[config.mk]
export PLATFORM = sky130hd
export DESIGN_NAME = serial_timer_and_char_match
export DESIGN_NICKNAME = d
export VERILOG_FILES = /design/src/core/stm_pkg.sv /design/src/core/char_compare.sv /design/src/core/serial_timer_and_char_match.sv
export SDC_FILE = /design/constraint.sdc
export NUM_CORES = 1
export LEC_CHECK = 0
export ABC_AREA = 1
export BUFFER_PORTS_ARGS = -buffer_cell sky130_fd_sc_hd__buf_2
export CORE_MARGIN = 2
export CORE_UTILIZATION = 50
export CTS_CLUSTER_SIZE = 14
export DETAILED_ROUTE_END_ITERATION = 12
export GPL_TIMING_DRIVEN = 0
export PLACE_DENSITY_LB_ADDON = 0.05
export SYNTH_ARGS = -nofsm -noshare
export SYNTH_HDL_FRONTEND = slang
export SYNTH_SLANG_ARGS = --single-unit
[constraint.sdc]
create_clock -name i_clk -period 5.2 [get_ports i_clk]
set_input_delay 0 -clock i_clk [delete_from_list [all_inputs] [get_ports i_clk]]
set_output_delay 0 -clock i_clk [all_outputs]
set_load 0.1 [all_outputs]
[src/core/stm_pkg.sv]
// Constants shared by the serial timer and character match block
package stm_pkg;

  // ==========================================================
  // Register map (byte addresses)
  localparam int unsigned ADDR_W     = 8;
  localparam int unsigned DATA_W     = 32;
  localparam logic [7:0]  TIMER_OFF  = 8'ha0;
  localparam logic [7:0]  CHAR1_OFF  = 8'hb0;
  localparam logic [7:0]  CHAR2_OFF  = 8'hc0;
  localparam logic [7:0]  CHAR3_OFF  = 8'hd0;
  localparam logic [7:0]  DETECT_OFF = 8'he0;
  localparam logic [7:0]  TFLAG_OFF  = 8'he4;
  localparam logic [7:0]  MASK_OFF   = 8'he8;

  // ==========================================================
  // Field positions
  localparam int unsigned TMR_SEL_BIT  = 16;
  localparam int unsigned TMR_VAL_W    = 8;
  localparam int unsigned CHAR_W       = 8;
  localparam int unsigned CHAR_EN_BIT  = 8;
  localparam int unsigned NUM_CHARS    = 3;
  localparam int unsigned MASK_TMR_BIT = 3;
  localparam int unsigned TFLAG_BIT    = 0;

  // ==========================================================
  // Reset values
  localparam logic [7:0]  COUNT_RST  = 8'h00;
  localparam logic [8:0]  CHAR_RST   = 9'h000;
  localparam logic [2:0]  DETECT_RST = 3'h0;
  localparam logic [3:0]  MASK_RST   = 4'h7;

  // ==========================================================
  // Timing: reference tick made by a phase accumulator
  localparam int unsigned CLK_HZ  = 25000000;
  localparam int unsigned REF_HZ  = 921600;
  localparam int unsigned ACC_W   = 25;
  localparam logic [ACC_W:0] ACC_MOD = (ACC_W + 1)'(CLK_HZ);
  localparam logic [ACC_W:0] ACC_INC = (ACC_W + 1)'(REF_HZ);

endpackage

[src/core/char_compare.sv]
// Parallel comparators of received bytes against match characters
`timescale 1ns/1ps
module char_compare
  import stm_pkg::*;
#(
  parameter int unsigned N = NUM_CHARS
)
(
  // Received stream
  input  wire logic                  i_rx_valid,
  input  wire logic [CHAR_W-1:0]     i_rx_byte,
  // Comparator settings, enable above character
  input  wire logic [N-1:0][CHAR_W:0] i_chars,
  // One hit per comparator
  output logic      [N-1:0]           o_hit
);

  // ==========================================================
  // Comparators
  // Each byte is checked by all comparators at once, so two
  // enabled registers holding the same character both report the hit
  for (genvar g = 0; g < N; g++)
  begin : g_cmp
    assign o_hit[g] = i_rx_valid
                    & i_chars[g][CHAR_EN_BIT]
                    & (i_chars[g][CHAR_W-1:0] == i_rx_byte);
  end

endmodule

[src/core/serial_timer_and_char_match.sv]
// Shared interval timer and received character match registers
//
// Strobed register access was left to the implementer.
`timescale 1ns/1ps
module serial_timer_and_char_match
  import stm_pkg::*;
(
  // Clock and reset
  input  wire logic                  i_clk,
  input  wire logic                  i_rst,
  // Register port
  input  wire logic [stm_pkg::ADDR_W-1:0] i_addr,
  input  wire logic [stm_pkg::DATA_W-1:0] i_wdata,
  input  wire logic                  i_wr,
  input  wire logic                  i_rd,
  output logic      [stm_pkg::DATA_W-1:0] o_rdata,
  // Serial core side
  input  wire logic                  i_ext_clk,
  input  wire logic                  i_rx_valid,
  input  wire logic [stm_pkg::CHAR_W-1:0] i_rx_byte,
  // Status and interrupt
  output logic                       o_tx_s7_set,
  output logic                       o_irq
);
  import stm_pkg::*;

  // ==========================================================
  // State
  typedef struct packed {
    logic                          ext_prev;
    logic [ACC_W-1:0]              acc;
    logic                          sel;
    logic [TMR_VAL_W-1:0]          init;
    logic [TMR_VAL_W-1:0]          count;
    logic [NUM_CHARS-1:0][CHAR_W:0] chars;
    logic [NUM_CHARS-1:0]          detect;
    logic                          tflag;
    logic [3:0]                    mask;
    logic [DATA_W-1:0]             rdata;
    logic                          irq;
    logic                          s7;
  } state_t;

  state_t state_reg;
  state_t state_next;

  logic [NUM_CHARS-1:0] hit;
  logic [ACC_W:0]       acc_sum;
  logic                 ref_tick;
  logic                 ext_rise;
  logic                 tick;
  logic                 wr_timer;
  logic                 wr_detect;
  logic                 clr_zero;

  // ==========================================================
  // Character comparators
  // One set of comparators watches the single shared stream;
  // channel A and B bytes are not told apart here
  char_compare #(
    .N (NUM_CHARS)
  ) u_cmp (
    .i_rx_valid (i_rx_valid),
    .i_rx_byte  (i_rx_byte),
    .i_chars    (state_reg.chars),
    .o_hit      (hit)
  );

  // ==========================================================
  // Tick sources
  // Fractional accumulator gives the reference rate on average;
  // single ticks jitter by one clock, fine for 1 us granularity
  assign acc_sum  = {1'b0, state_reg.acc} + ACC_INC;
  assign ref_tick = (acc_sum >= ACC_MOD);
  // External clock is taken as synchronous; edge by last sample
  assign ext_rise = i_ext_clk & ~state_reg.ext_prev;
  assign tick     = state_reg.sel ? ext_rise
                                  : ref_tick;
  assign wr_timer  = i_wr & (i_addr == TIMER_OFF);
  assign wr_detect = i_wr & (i_addr == DETECT_OFF);
  assign clr_zero  = i_wr & (i_addr == TFLAG_OFF) & i_wdata[TFLAG_BIT];

  // ==========================================================
  // Next state
  always_comb
  begin
    state_next          = state_reg;
    state_next.ext_prev = i_ext_clk;
    state_next.s7       = 1'b0;
    state_next.rdata    = '0;
    if (ref_tick)
    begin
      state_next.acc = ACC_W'(acc_sum - ACC_MOD);
    end
    else
    begin
      state_next.acc = ACC_W'(acc_sum);
    end

    // Timer: a write restarts the count, else tick down to zero
    if (wr_timer)
    begin
      state_next.sel   = i_wdata[TMR_SEL_BIT];
      state_next.init  = i_wdata[TMR_VAL_W-1:0];
      state_next.count = i_wdata[TMR_VAL_W-1:0];
    end
    else if (tick && state_reg.count != '0)
    begin
      state_next.count = state_reg.count - 1'b1;
      if (state_reg.count == 8'h01)
      begin
        state_next.s7 = 1'b1;
      end
    end

    // Match character registers
    for (int i = 0; i < NUM_CHARS; i++)
    begin
      if (i_wr && i_addr == CHAR1_OFF + 8'(i * 16))
      begin
        state_next.chars[i] = i_wdata[CHAR_W:0];
      end
    end

    // Sticky flags: write one clears, a new event wins
    if (wr_detect)
    begin
      state_next.detect = state_reg.detect
                        & ~i_wdata[NUM_CHARS-1:0];
    end
    state_next.detect = state_next.detect | hit;
    if (clr_zero)
    begin
      state_next.tflag = 1'b0;
    end
    if (state_next.s7)
    begin
      state_next.tflag = 1'b1;
    end
    if (i_wr && i_addr == MASK_OFF)
    begin
      state_next.mask = i_wdata[3:0];
    end

    // Interrupt from flags as they stand after this edge
    state_next.irq = |(state_next.detect
                       & state_next.mask[NUM_CHARS-1:0])
                   | (state_next.tflag & state_next.mask[MASK_TMR_BIT]);

    // Read data, present in the cycle after the strobe only
    if (i_rd)
    begin
      unique case (i_addr)
        TIMER_OFF:
        begin
          state_next.rdata[TMR_SEL_BIT] = state_reg.sel;
          // Live count only with the external source
          state_next.rdata[TMR_VAL_W-1:0] =
            state_reg.sel ? state_reg.count : state_reg.init;
        end
        CHAR1_OFF:  state_next.rdata[CHAR_W:0] = state_reg.chars[0];
        CHAR2_OFF:  state_next.rdata[CHAR_W:0] = state_reg.chars[1];
        CHAR3_OFF:  state_next.rdata[CHAR_W:0] = state_reg.chars[2];
        DETECT_OFF: state_next.rdata[NUM_CHARS-1:0] = state_reg.detect;
        TFLAG_OFF:  state_next.rdata[TFLAG_BIT] = state_reg.tflag;
        MASK_OFF:   state_next.rdata[3:0] = state_reg.mask;
        default:    state_next.rdata = '0;
      endcase
    end

    if (i_rst)
    begin
      state_next       = '0;
      state_next.count = COUNT_RST;
      state_next.chars = {NUM_CHARS{CHAR_RST}};
      state_next.detect = DETECT_RST;
      state_next.mask  = MASK_RST;
    end
  end

  // ==========================================================
  // State register
  always_ff @(posedge i_clk)
  begin
    state_reg <= state_next;
  end

  // Outputs straight from flops
  assign o_rdata     = state_reg.rdata;
  assign o_tx_s7_set = state_reg.s7;
  assign o_irq       = state_reg.irq;
endmodule

Word-level counts from Yosys, hierarchy flattened
Index checks and enable logic that the tools add are counted.

Bits in registers: 112. Output and inout port bits: 34.

Eq/ne operators: 11. Reductions and logical operators: 10. Mux-type cells: 17. $lt $le $gt $ge: 1. Bitwise gates (word level): 20. $add $sub $neg: 3.

Operators by type and width (count): equality test 8 bit, second input constant (7); adder 25 x 20 -> 26 bit, second input constant (1); greater-or-equal comparator 26 x 25 -> 1 bit, second input constant (1); two-way mux 25 bit (1); subtractor 25 bit, second input constant (1); equality test 8 bit (3); two-way mux 8 bit (3); case mux 4 bit (4 select lines) (1); AND 1 bit (12); case mux 2 bit (6 select lines) (1); equality test 8 x 1 -> 1 bit, second input constant (1); nonzero test 8 bit (1); subtractor 8 x 1 -> 8 bit, second input constant (1); case mux 1 bit (7 select lines) (1); AND 3 bit (2); two-way mux 1 bit (6); OR reduction 3 bit (2); logical AND 1 bit (5); case mux 1 bit (5 select lines) (1); two-way mux 4 bit (1); two-way mux 3 bit (1); NOT 1 bit (3); NOT 3 bit (1); bitwise OR 3 bit (1); 4 further kinds (4).

Longest topological paths before layout
Gate-level depths: netlist (run 1).

Word-level depth: 9. Mapped depth: 17. Depth with buffers taken out: 17.

Modules after synthesis
Synthesis (run 1) repeated with hierarchy kept, for this count alone.

Cell total of the unflattened synthesis: 747. Area total of the unflattened synthesis: 4855.9 um2.

Modules (own cells, without submodules): serial_timer_and_char_match (area an instance 4424.2 um2, seq. area each 1681.6 um2, cells an instance 645, times used 1); char_compare (area an instance 431.7 um2, seq. area each 0.0 um2, cells an instance 102, times used 1).

Least setup slack after synthesis (run 1)
No wires, ideal clock.

Path kind: register -> register. Start: register state_reg[98] (netlist bit). End: register state_reg[103] (netlist bit). Setup slack: 3.370 ns. Arrival: 1.696 ns. Data required time: 5.066 ns. Clock period less this slack: 1.830 ns. Library setup time: 0.134 ns. Stages on the path, launching flop included: 15. Cell sequence: dfxtp_1 ha_1 nand2_1 inv_2 nand2_4 nand2_4 xor2_2 nand2_1 nor2_2 nand3_2 nand2_2 buf_6 nand2_1 o21ai_0 a21oi_1.

Longest elaborated chain between the ends: 3. Elaborated cells on any way between the ends: 4.

RTL lines: from (decl) (line serial_timer_and_char_match.sv:44) `state_t state_reg;`; from (signal assigned) (line serial_timer_and_char_match.sv:185) `state_reg <= state_next;`; adder 25 x 20 -> 26 bit * (line serial_timer_and_char_match.sv:73) `assign acc_sum = {1'b0, state_reg.acc} + ACC_INC;`; subtractor 25 bit / greater-or-equal comparator 26 x 25 -> 1 bit (equally long branches) (line serial_timer_and_char_match.sv:93, serial_timer_and_char_match.sv:74); two-way mux 25 bit * (line serial_timer_and_char_match.sv:91) `if (ref_tick)`.

Every way passes the cells marked *; elsewhere a longest branch is shown, timed or not. A chain may end at the register's enable or synchronous reset.

Worst setup path after layout (run 1)
Start: register state_reg[92] (netlist bit). End: register state_reg[92] (netlist bit).

Same word-level chain as after synthesis.

==> out/metrics.yaml, run 1 <==
pwr:
  leakage_nw: 2.42
  p_per_area_nw_per_um2: 255
  p_comb_frac: 0.151
  sw_frac_of_total: 0.296
  internal_power_mw: 0.979
  clkPwrFrac: 0.376
  p_seq_frac: 0.473
  switchingPower_mw: 0.411
  vdd_drop_max_mv: 0.148
die:
  rows: 35
  die_x_um: 101
  initial_core_util: 0.511
  die_h_um: 101
  die_area_um2: 10200
  core_um2: 9200
  ios: 88
clock_network:
  post_cts_buffers: 0
  hold_buffers: 11
  numCtsBuffers: 9
  ctsLongestPathBuffers: 2
  cts_tree: "done"
  ctsResizeCount: 0
  clkTransAtPathRegs_ns: 0.09
  worstSkewPairLatency_ns: 0.36
  ctsHtreeMaxLevel: 3
  cts_num_sinks: 84
  cts-root-buf: "clkbuf_8"
setup_path:
  endpoint_kind: "flip-flop"
  timing.critical_path.from: "state_reg[92]"
  cp.required_ns: 5.49
  rrSetupSlack_ns: 2.95
  worst_r2r_endpoint: "state_reg[92]"
  crit_type: "reg2reg"
  r2r_cells: 13
  crit_end: "state_reg[92]"
  cp_max_fo: 7
  critPathLaunchType: "flip-flop"
  arrival_ns: 2.55
  r2r_start: "state_reg[92]"
global_route:
  grt_pass1_wl_um: 21000
  grt_pass1_vias: 4265
  grt_antenna_before_repair: 0
  grt_max_degree: 15
  grt_use_total: 0.260
  overflow: 0
synthesis:
  synth_top_area_cell: "dfxtp_1"
  synth_flop_cell: "dfxtp_1"
  yosys_warnings: 0
  synth-seq-area-share: 0.358
  ys_seq_elements: 84
  ys_async_sr_fraction: 0
  synth_edf_count: 0
  yosysTopAreaCellShare: 0.358
  syn_area_um2: 4700
  ys_types: 45
  syn_avg_cell_area_um2: 7.01
  synth_area_leaders: "dfxtp_1 (36%), nand2_1 (11%), a21oi_1 (7.2%)"
  synth_cells: 671
routing:
  wl_per_cell_um: 14.8
  drc: 0
  drt-initial-drc-count: 344
  avgViaCountPerCell: 5.29
  postRouteAntennaNets: 0
  drt_wl_total_um: 12900
  vias: 4617
  dr.pass1.iters: 5
final_layout:
  final_common_cell: "nand2_1"
  largest_register_ffs: 72
  multi_input_area_um2: 2450
  fillers: 931
  seq_area_um2: 1680
  final_cell_mix: "nand2_1 (133), dfxtp_1 (84), inv_1 (80), a21oi_1 (68), o21ai_0 (51)"
  fin_util: 0.593
  final_nets: 817
  drive_gt1_frac: 0.173
  antenna_cells: 0
  syn_to_final_growth_pct: 16.0
timing:
  fin_crit_ns: 2.25
  fin_worst_skew_ns: 0.0103
  fin_crit_sh: 0.433
  setup_viol: 0
  final_hold_viol_count: 0
  worst_pin_slew_ns: 0.633
  fmax_mhz: 444
  rsz0062_at_grt: "false"
  maxSlewViolCount: 0
  tns_ns: 0
  slew_headroom: 0.578
min_path:
  hold-path-cell-count: 3
  hold_path.class: "in2reg"
placed_design:
  gp_congestion: 0.951
  hpwl_um: 9670
  port_buffers: 42
job:
  drv_cap: 0
run_status:
  status: "finished clean"
[layer usage]
metal | routed length [um] | track usage | vias to the layer above
li1 | - | - | 2320
met1 | 6020 | 0.365 | 2123
met2 | 5850 | 0.416 | 154
met3 | 751 | 0.0312 | 20
met4 | 255 | 0.0873 | 0
met5 | 0 | 0 | -
[area by class of cell]
cell class | instances | share of cell area
inverter | 85 | 0.0585
multi-input combinational | 474 | 0.449
buffer | 49 | 0.0610
timing repair buffer | 53 | 0.0587
clock inverter | 6 | 0.0163
sequential | 84 | 0.308
clock buffer | 10 | 0.0234
tap | 111 | 0.0254
[cell families after synthesis]
logic type	count (synthesis)	synth area share
AO/OA/AOI/OAI	159	0.188
other	1	0.000797
adder cells (fa/ha/maj)	7	0.0186
XOR/XNOR	19	0.0370
buffers and inverters	134	0.139
AND/OR/NAND/NOR	267	0.260
flip-flops	84	0.358
[worst max-delay path, cell delays in order (launching register included)]
cell and delay [ns]:
dfxtp_1 0.34, inv_1 0.12, ha_1 0.20, nor3b_1 0.33
nand2_1 0.12, nand3_1 0.12, nand2_1 0.10, nand2_1 0.08
nand3_1 0.10, nand3_2 0.13, nand2_2 0.08, inv_1 0.21
o21ai_0 0.11, a21oi_1 0.14
[synthesized netlist by cell type (7+ instances only)]
| library cell | count |
|---|---|
| nand2_1 | 133 |
| dfxtp_1 | 84 |
| inv_1 | 80 |
| a21oi_1 | 68 |
| o21ai_0 | 51 |
| nor2_1 | 43 |
| buf_4 | 32 |
| nand3_1 | 31 |
| nor3_1 | 21 |
| o22ai_1 | 15 |
| clkbuf_1 | 11 |
| xor2_1 | 10 |
| nand2_2 | 8 |
| xnor2_1 | 8 |
| a221oi_1 | 7 |
| ha_1 | 7 |
[metrics by stage]
stage               instance area, um2  setup slack, ns  power, mW  hold WS (ns)  instances
floorplan                         4780             3.37      0.832        0.0900        692
global placement                  5130             3.08      0.871         0.219        845
detailed placement                5130             2.99      0.874         0.224        845
CTS                               5460             2.97       1.39       0.00799        872
global route                      5460             2.69       1.44        0.0324        872
finish                            5460             2.95       1.39       0.00628        872
[worst min-delay path by stage]
stage	from	endpoint	slack, ns
after floorplan	i_rst	state_reg[37]	0.09
after global placement	i_ext_clk	state_reg[111]	0.22
after detailed placement	i_ext_clk	state_reg[111]	0.22
after CTS	i_rd	o_rdata[5]	0.008
after global routing	i_rd	o_rdata[6]	0.03
final	i_rd	o_rdata[5]	0.006
[power by group through the flow]
stage	registers [mW]	logic (mW)	clock network [mW]
CTS	0.657	0.208	0.527
global placement	0.672	0.199	0
global route	0.658	0.227	0.550
floorplan	0.671	0.161	0
detailed placement	0.672	0.201	0
finish	0.657	0.210	0.523
Note: power is estimated with default switching activity, not from simulation.
==> inputs of run 2 (changes only) <==
==> constraint.sdc (replaced) <==
create_clock -name i_clk -period 2.3 [get_ports i_clk]
set_input_delay 0 -clock i_clk [delete_from_list [all_inputs] [get_ports i_clk]]
set_output_delay 0 -clock i_clk [all_outputs]
set_load 0.1 [all_outputs]
==> run 2 against run 1 <==
Net effect: die area is the same; register-to-register slack lost 2.7 ns; worst hold slack gained 0.0075 ns; critical endpoint is now state_reg[74]; first-iteration DRC count shrank 10%; power grew 130%; worst setup slack lost 2.7 ns; via count grew 0.15%; non-clock buffer count grew 1; sequential power grew 130%; largest power group unchanged; largest cell class unchanged.
==> out/metrics.yaml, run 2 (synthesis gave the netlist of run 1 again) <==
timing:
  fin_crit_ns: 2.06  # -0.192 ns
  fin_ws_ns: 0.239  # -2.71 ns
  final_hold_viol_count: 0  # unchanged
  maxSlewViolCount: 0  # unchanged
  slew_headroom: 0.590  # +0.0122
  rsz0062_at_grt: "false"
  setup_viol: 0  # unchanged
  fin_crit_sh: 0.896  # +0.463
  worst_pin_slew_ns: 0.615  # -0.0183 ns
  tns_ns: 0  # unchanged
  fin_worst_skew_ns: 0.00922  # -0.00104 ns
  fmax_mhz: 485  # +9.3%
  fin_hold_ws_ns: 0.0138  # +0.00748 ns
placed_design:
  hpwl_um: 9670  # unchanged
  port_buffers: 42  # unchanged
  gp_congestion: 0.951  # unchanged
  dp_slack_ns: 0.0867  # -2.90 ns
  placed_cell_area_um2: 5130  # unchanged
final_layout:
  largest_register_ffs: 72  # unchanged
  final_common_cell: "nand2_1"
  fin_util: 0.596  # +0.00258
  final_nets: 818  # +0.12%
  drive_gt1_frac: 0.181  # +0.00765
  syn_to_final_growth_pct: 16.5
  final_cell_mix: "nand2_1 (133), dfxtp_1 (82), inv_1 (79), a21oi_1 (68), o21ai_0 (51)"
  postLayoutCellArea_um2: 5480  # +0.44%
  antenna_cells: 0  # unchanged
global_route:
  overflow: 0  # unchanged
  grt_max_degree: 15  # unchanged
  grt_pass1_wl_um: 21000  # unchanged
  grt_pass1_vias: 4265  # unchanged
  grt_antenna_before_repair: 0  # unchanged
  grt_use_total: 0.260  # unchanged
job:
  drv_cap: 0  # unchanged
routing:
  postRouteAntennaNets: 0  # unchanged
  wl_met2_um: 5840  # -0.19%
  wl_met1_um: 5870  # -2.6%
  avgViaCountPerCell: 5.30  # about the same
  dr.pass1.iters: 5  # unchanged
  vias: 4624  # +0.15%
  drc: 0  # unchanged
  wl_per_cell_um: 14.8  # about the same
  wl_met3_um: 904  # +20%
  maxUsedRoutingLayer: "met4"
  drt-initial-drc-count: 308  # -10%
  drt_wl_total_um: 12900  # about the same
pwr:
  p_per_area_nw_per_um2: 573  # +130%
  leakage_nw: 2.43  # +0.45%
  vdd_drop_max_mv: 0.333  # +120%
min_path:
  hold_path.class: "in2reg"
  hold-path-cell-count: 3  # unchanged
die:
  die_h_um: 101  # unchanged
  ios: 88  # unchanged
  rows: 35  # unchanged
  die_x_um: 101  # unchanged
  die_area_um2: 10200  # unchanged
  core_um2: 9200  # unchanged
  initial_core_util: 0.511  # unchanged
setup_path:
  endpoint_kind: "flip-flop"
  cp.required_ns: 2.53  # -2.96 ns
  critPathLaunchType: "flip-flop"
  crit_type: "reg2reg"
  cp_max_fo: 10  # +3
  arrival_ns: 2.29  # -0.26 ns
  r2r_cells: 14  # +1
clock_network:
  cts-root-buf: "clkbuf_8"
  clkTransAtPathRegs_ns: 0.09  # about the same
  ctsHtreeMaxLevel: 3  # unchanged
  cts_tree: "done"
  worstSkewPairLatency_ns: 0.36  # about the same
  numCtsBuffers: 9  # unchanged
  cts_num_sinks: 84  # unchanged
  ctsLongestPathBuffers: 2  # unchanged
run_status:
  status: "finished clean"
-- run 2: stage by stage --
stage / instances / power [mW]
3_5_place_dp: 845 / 1.97
4_1_cts: 872 / 3.15
2_1_floorplan: 692 / 1.88
3_3_place_gp: 845 / 1.97
6_report: 873 / 3.14
5_1_grt: 873 / 3.25
-- run 2: path summary, 6_finish.rpt --
path | to | slack (ns) | from
worst max register to register | state_reg[74] | 0.24 | state_reg[93]
worst min-delay path | o_rdata[5] | 0.01 | i_rd
worst max-delay path | state_reg[74] | 0.24 | state_reg[93]
worst min register to register | state_reg[82] | 0.47 | state_reg[82]
-- run 2: cell type report --
cell class	count	area, um2
plain buffers	49	333
clock buffers	10	128
clock inverters	6	88.8
fillers	925	3710
inverters	85	319
multi-input cells	474	2460
flip-flops and latches	84	1680
well taps	111	139
repair buffers	54	328
-- run 2: where the power goes --
part           internal [mW]  total, mW  switching, mW
Clock                  0.612       1.18          0.569
Combinational          0.130      0.475          0.345
Sequential              1.47       1.49         0.0137
Total                   2.21       3.14          0.928
-- run 2: layer usage --
layer  vias up  track usage
met5         -            0
met4         0       0.0873
met3        27       0.0312
met2       178        0.416
met1      2093        0.365
li1       2326            -
-- run 2: repair_timing --
action | CTS | global route
buffers inserted | 0 | 1
endpoints found under the hold margin | 22 | 0
hold buffers | 11 | 0
setup endpoints to repair | 0 | 30
resized for setup | 0 | 6
-- run 2: critical path, cell delays in order (launching register included) --
cell,delay [ns]
dfxtp_1,0.33
inv_1,0.10
ha_2,0.19
nor3b_4,0.21
nand2_1,0.10
nand3_1,0.11
nand2_1,0.10
nand2_1,0.08
nand3_1,0.10
nand3_2,0.13
nand3_2,0.08
nand2_4,0.15
nand2_4,0.11
nand2_1,0.07
a21oi_1,0.06
==> inputs of run 3 (changes only) <==
--- a/config.mk
+++ b/config.mk
@@ -8,11 +8,12 @@
 export ABC_AREA = 1
 export BUFFER_PORTS_ARGS = -buffer_cell sky130_fd_sc_hd__buf_2
 export CORE_MARGIN = 2
-export CORE_UTILIZATION = 50
+export CORE_UTILIZATION = 30
 export CTS_CLUSTER_SIZE = 14
 export DETAILED_ROUTE_END_ITERATION = 12
 export GPL_TIMING_DRIVEN = 0
 export PLACE_DENSITY_LB_ADDON = 0.05
 export SYNTH_ARGS = -nofsm -noshare
 export SYNTH_HDL_FRONTEND = slang
+export SYNTH_HIERARCHICAL = 1
 export SYNTH_SLANG_ARGS = --single-unit
==> run 3 against run 2 <==
Net effect: register-to-register slack got worse by 0.04 ns; clock power increased by 25%; final cell count increased by 21%; final area increased by 9.1%; worst hold slack got worse by 0.011 ns; maximum frequency decreased by 2.1%; combinational power increased by 2%; non-clock buffer count increased by 3.
==> out/metrics.yaml, run 3 <==
clock_network:
  worstSkewPairLatency_ns: 0.34  # -0.02 ns
  ctsHtreeMaxLevel: 3  # unchanged
  ctsLongestPathBuffers: 2  # unchanged
  cts-root-buf: "clkbuf_16"
  clkTransAtPathRegs_ns: 0.06  # -0.03 ns
  numCtsBuffers: 9  # unchanged
  cts_num_sinks: 84  # unchanged
  cts_tree: "done"
synthesis:
  syn_avg_cell_area_um2: 6.50  # -7.3%
  synth_edf_count: 0  # unchanged
  yosysTopAreaCellShare: 0.346  # -0.0112
  synth-seq-area-share: 0.346  # -0.0112
  ys_types: 37  # -18%
  yosys_warnings: 6  # +6
  synth_area_leaders: "dfxtp_1 (35%), nand2_1 (14%), a21oi_1 (7.4%)"
  synth_flop_cell: "dfxtp_1"
  ys_seq_elements: 84  # unchanged
  yosys-top-cells-count: "nand2_1 (181), inv_1 (91), dfxtp_1 (84)"
  synth_cells: 747  # +11%
  ys_async_sr_fraction: 0  # unchanged
  synth_top_area_cell: "dfxtp_1"
  syn_area_um2: 4860  # +3.2%
  yosysMostFrequentCell: "nand2_1"
final_layout:
  seq_area_um2: 1690  # +0.37%
  largest_register_ffs: 72  # unchanged
  final_cell_count_no_fill: 1057  # +21%
  fillers: 1722  # +86%
  multi_input_area_um2: 2670  # +8.2%
  final_cell_mix: "nand2_1 (176), inv_1 (91), dfxtp_1 (81), a21oi_1 (71), nor2_1 (65)"
  fin_util: 0.378  # -0.218
  antenna_cells: 0  # unchanged
  syn_to_final_growth_pct: 23.1
  final_nets: 897  # +9.7%
  final_common_cell: "nand2_1"
  drive_gt1_frac: 0.177  # -0.00393
routing:
  drc: 0  # unchanged
  vias: 4848  # +4.8%
  drt-initial-drc-count: 254  # -18%
  wl_per_cell_um: 14.3  # -2.9%
  avgViaCountPerCell: 4.59  # -13%
  drt_wl_total_um: 15200  # +18%
  dr.pass1.iters: 4  # -1
  postRouteAntennaNets: 0  # unchanged
die:
  die_area_um2: 17200  # +69%
  initial_core_util: 0.307  # -0.205
  ios: 88  # unchanged
  die_h_um: 131  # +30%
  die_x_um: 131  # +30%
  core_um2: 15800  # +72%
  rows: 46  # +31%
pwr:
  p_per_area_nw_per_um2: 578  # +0.88%
  total_power_mw: 3.46  # +10%
  leakage_nw: 2.55  # +4.7%
  vdd_drop_max_mv: 0.325  # -2.4%
placed_design:
  dp.cells: 1027  # +22%
  gp_congestion: 0.851  # -11%
  hpwl_um: 11600  # +20%
  port_buffers: 43  # +2.4%
setup_path:
  crit_type: "reg2reg"
  arrival_ns: 2.39  # +0.10 ns
  critPathLaunchType: "flip-flop"
  cp_max_fo: 5  # -5
  cp.required_ns: 2.59  # +0.06 ns
  endpoint_kind: "flip-flop"
timing:
  fmax_mhz: 475  # -2.1%
  fin_crit_sh: 0.915  # +0.0192
  slew_headroom: 0.544  # -0.0458
  fin_worst_skew_ns: 0.00528  # -0.00394 ns
  setup_viol: 0  # unchanged
  maxSlewViolCount: 0  # unchanged
  worst_pin_slew_ns: 0.684  # +0.0687 ns
  fin_crit_ns: 2.11  # +0.0442 ns
  final_hold_viol_count: 0  # unchanged
  tns_ns: 0  # unchanged
global_route:
  grt_pass1_vias: 4576  # +7.3%
  grt_antenna_before_repair: 0  # unchanged
  grt_max_degree: 14  # -1
  grt_use_total: 0.175  # -0.0851
  grt_pass1_wl_um: 23600  # +13%
  overflow: 0  # unchanged
job:
  drv_cap: 0  # unchanged
run_status:
  status: "finished clean"
min_path:
  hold_path.class: "in2reg"
-- run 3: cell count changes after synthesis, sizes merged, moves of 3 or more --
cell	before	now
a221oi	7	4
inv	85	104
nand2	145	190
xnor2	8	11
o21ai	54	50
nor3	23	18
nor2	50	78
xor2	11	2
a21oi	69	72
a21boi	3	0
nand3	34	45
o22ai	15	8
-- run 3: through the flow --
stage,area [um2],worst slack (ns),hold WS (ns)
floorplan,4930,0.351,0.0900
global placement,5420,0.00969,0.224
detailed placement,5420,-0.0117,0.230
CTS,5820,0.0300,0.00133
global route,5980,-0.00420,0.00924
finish,5980,0.195,0.00238
-- run 3: layout make-up --
| cell class | count | share of cell area |
|---|---|---|
| Buffer | 50 | 0.0546 |
| Clock buffer | 12 | 0.0412 |
| Clock inverter | 4 | 0.00816 |
| Inverter | 104 | 0.0657 |
| Multi-Input combinational cell | 531 | 0.446 |
| Sequential cell | 84 | 0.283 |
| Tap cell | 216 | 0.0452 |
| Timing Repair Buffer | 56 | 0.0565 |
-- run 3: path summary, 6_finish.rpt --
check           startpoint             end  slack (ns)  depth (start not counted)
max          state_reg[98]  state_reg[106]        0.19                         14
min reg2reg  state_reg[80]   state_reg[80]        0.47                          2
max reg2reg  state_reg[98]  state_reg[106]        0.19                         14
min             i_wdata[6]   state_reg[66]       0.002                          3
-- run 3: kinds of logic (layout without fill, tap and decap cells) --
family                     after synthesis  after routing  share of synthesized area
and+or+nand+nor                        339            340                      0.297
xor gates and xnor gates                13             13                     0.0250
DFF                                     84             84                      0.346
AOI/OAI and AO/OA                      149            149                      0.167
adders and majority gates                7              7                     0.0180
other                                    1             22                   0.000772
buffers and inverters                  154            226                      0.146
-- run 3: power breakdown --
group          switching, mW  internal (mW)  leakage (nW)
Combinational          0.354          0.131          1.72
Sequential            0.0232           1.47         0.681
Clock                  0.605          0.871         0.147
-- run 3: critical path: stages, from the launching register on --
cell and delay [ns]:
dfxtp_4 0.38, ha_4 0.15, nand2_1 0.06, inv_2 0.11, nand2_4 0.09, nand2_4 0.11, xor2_2 0.17, nand3_2 0.10
nor2_1 0.18, nand2_2 0.12, nand2_4 0.09, buf_6 0.13, nand2_1 0.07, a21oi_1 0.14, o21a_1 0.15
-- run 3: what timing repair did --
action / CTS / global route
endpoints found under the hold margin: 15 / 0
gates resized for setup: 2 / 34
pin swaps: 0 / 5
cloned: 0 / 2
setup buffers: 0 / 2
hold buffers: 10 / 0
setup endpoints to repair: 4 / 28
-- run 3: metal layers --
layer	track usage	part of all wire	up-vias
met4	0.0586	0.019	0
met1	0.213	0.45	2206
met3	0.0266	0.036	19
li1	-	-	2536
met2	0.315	0.50	87
met5	0	0	-
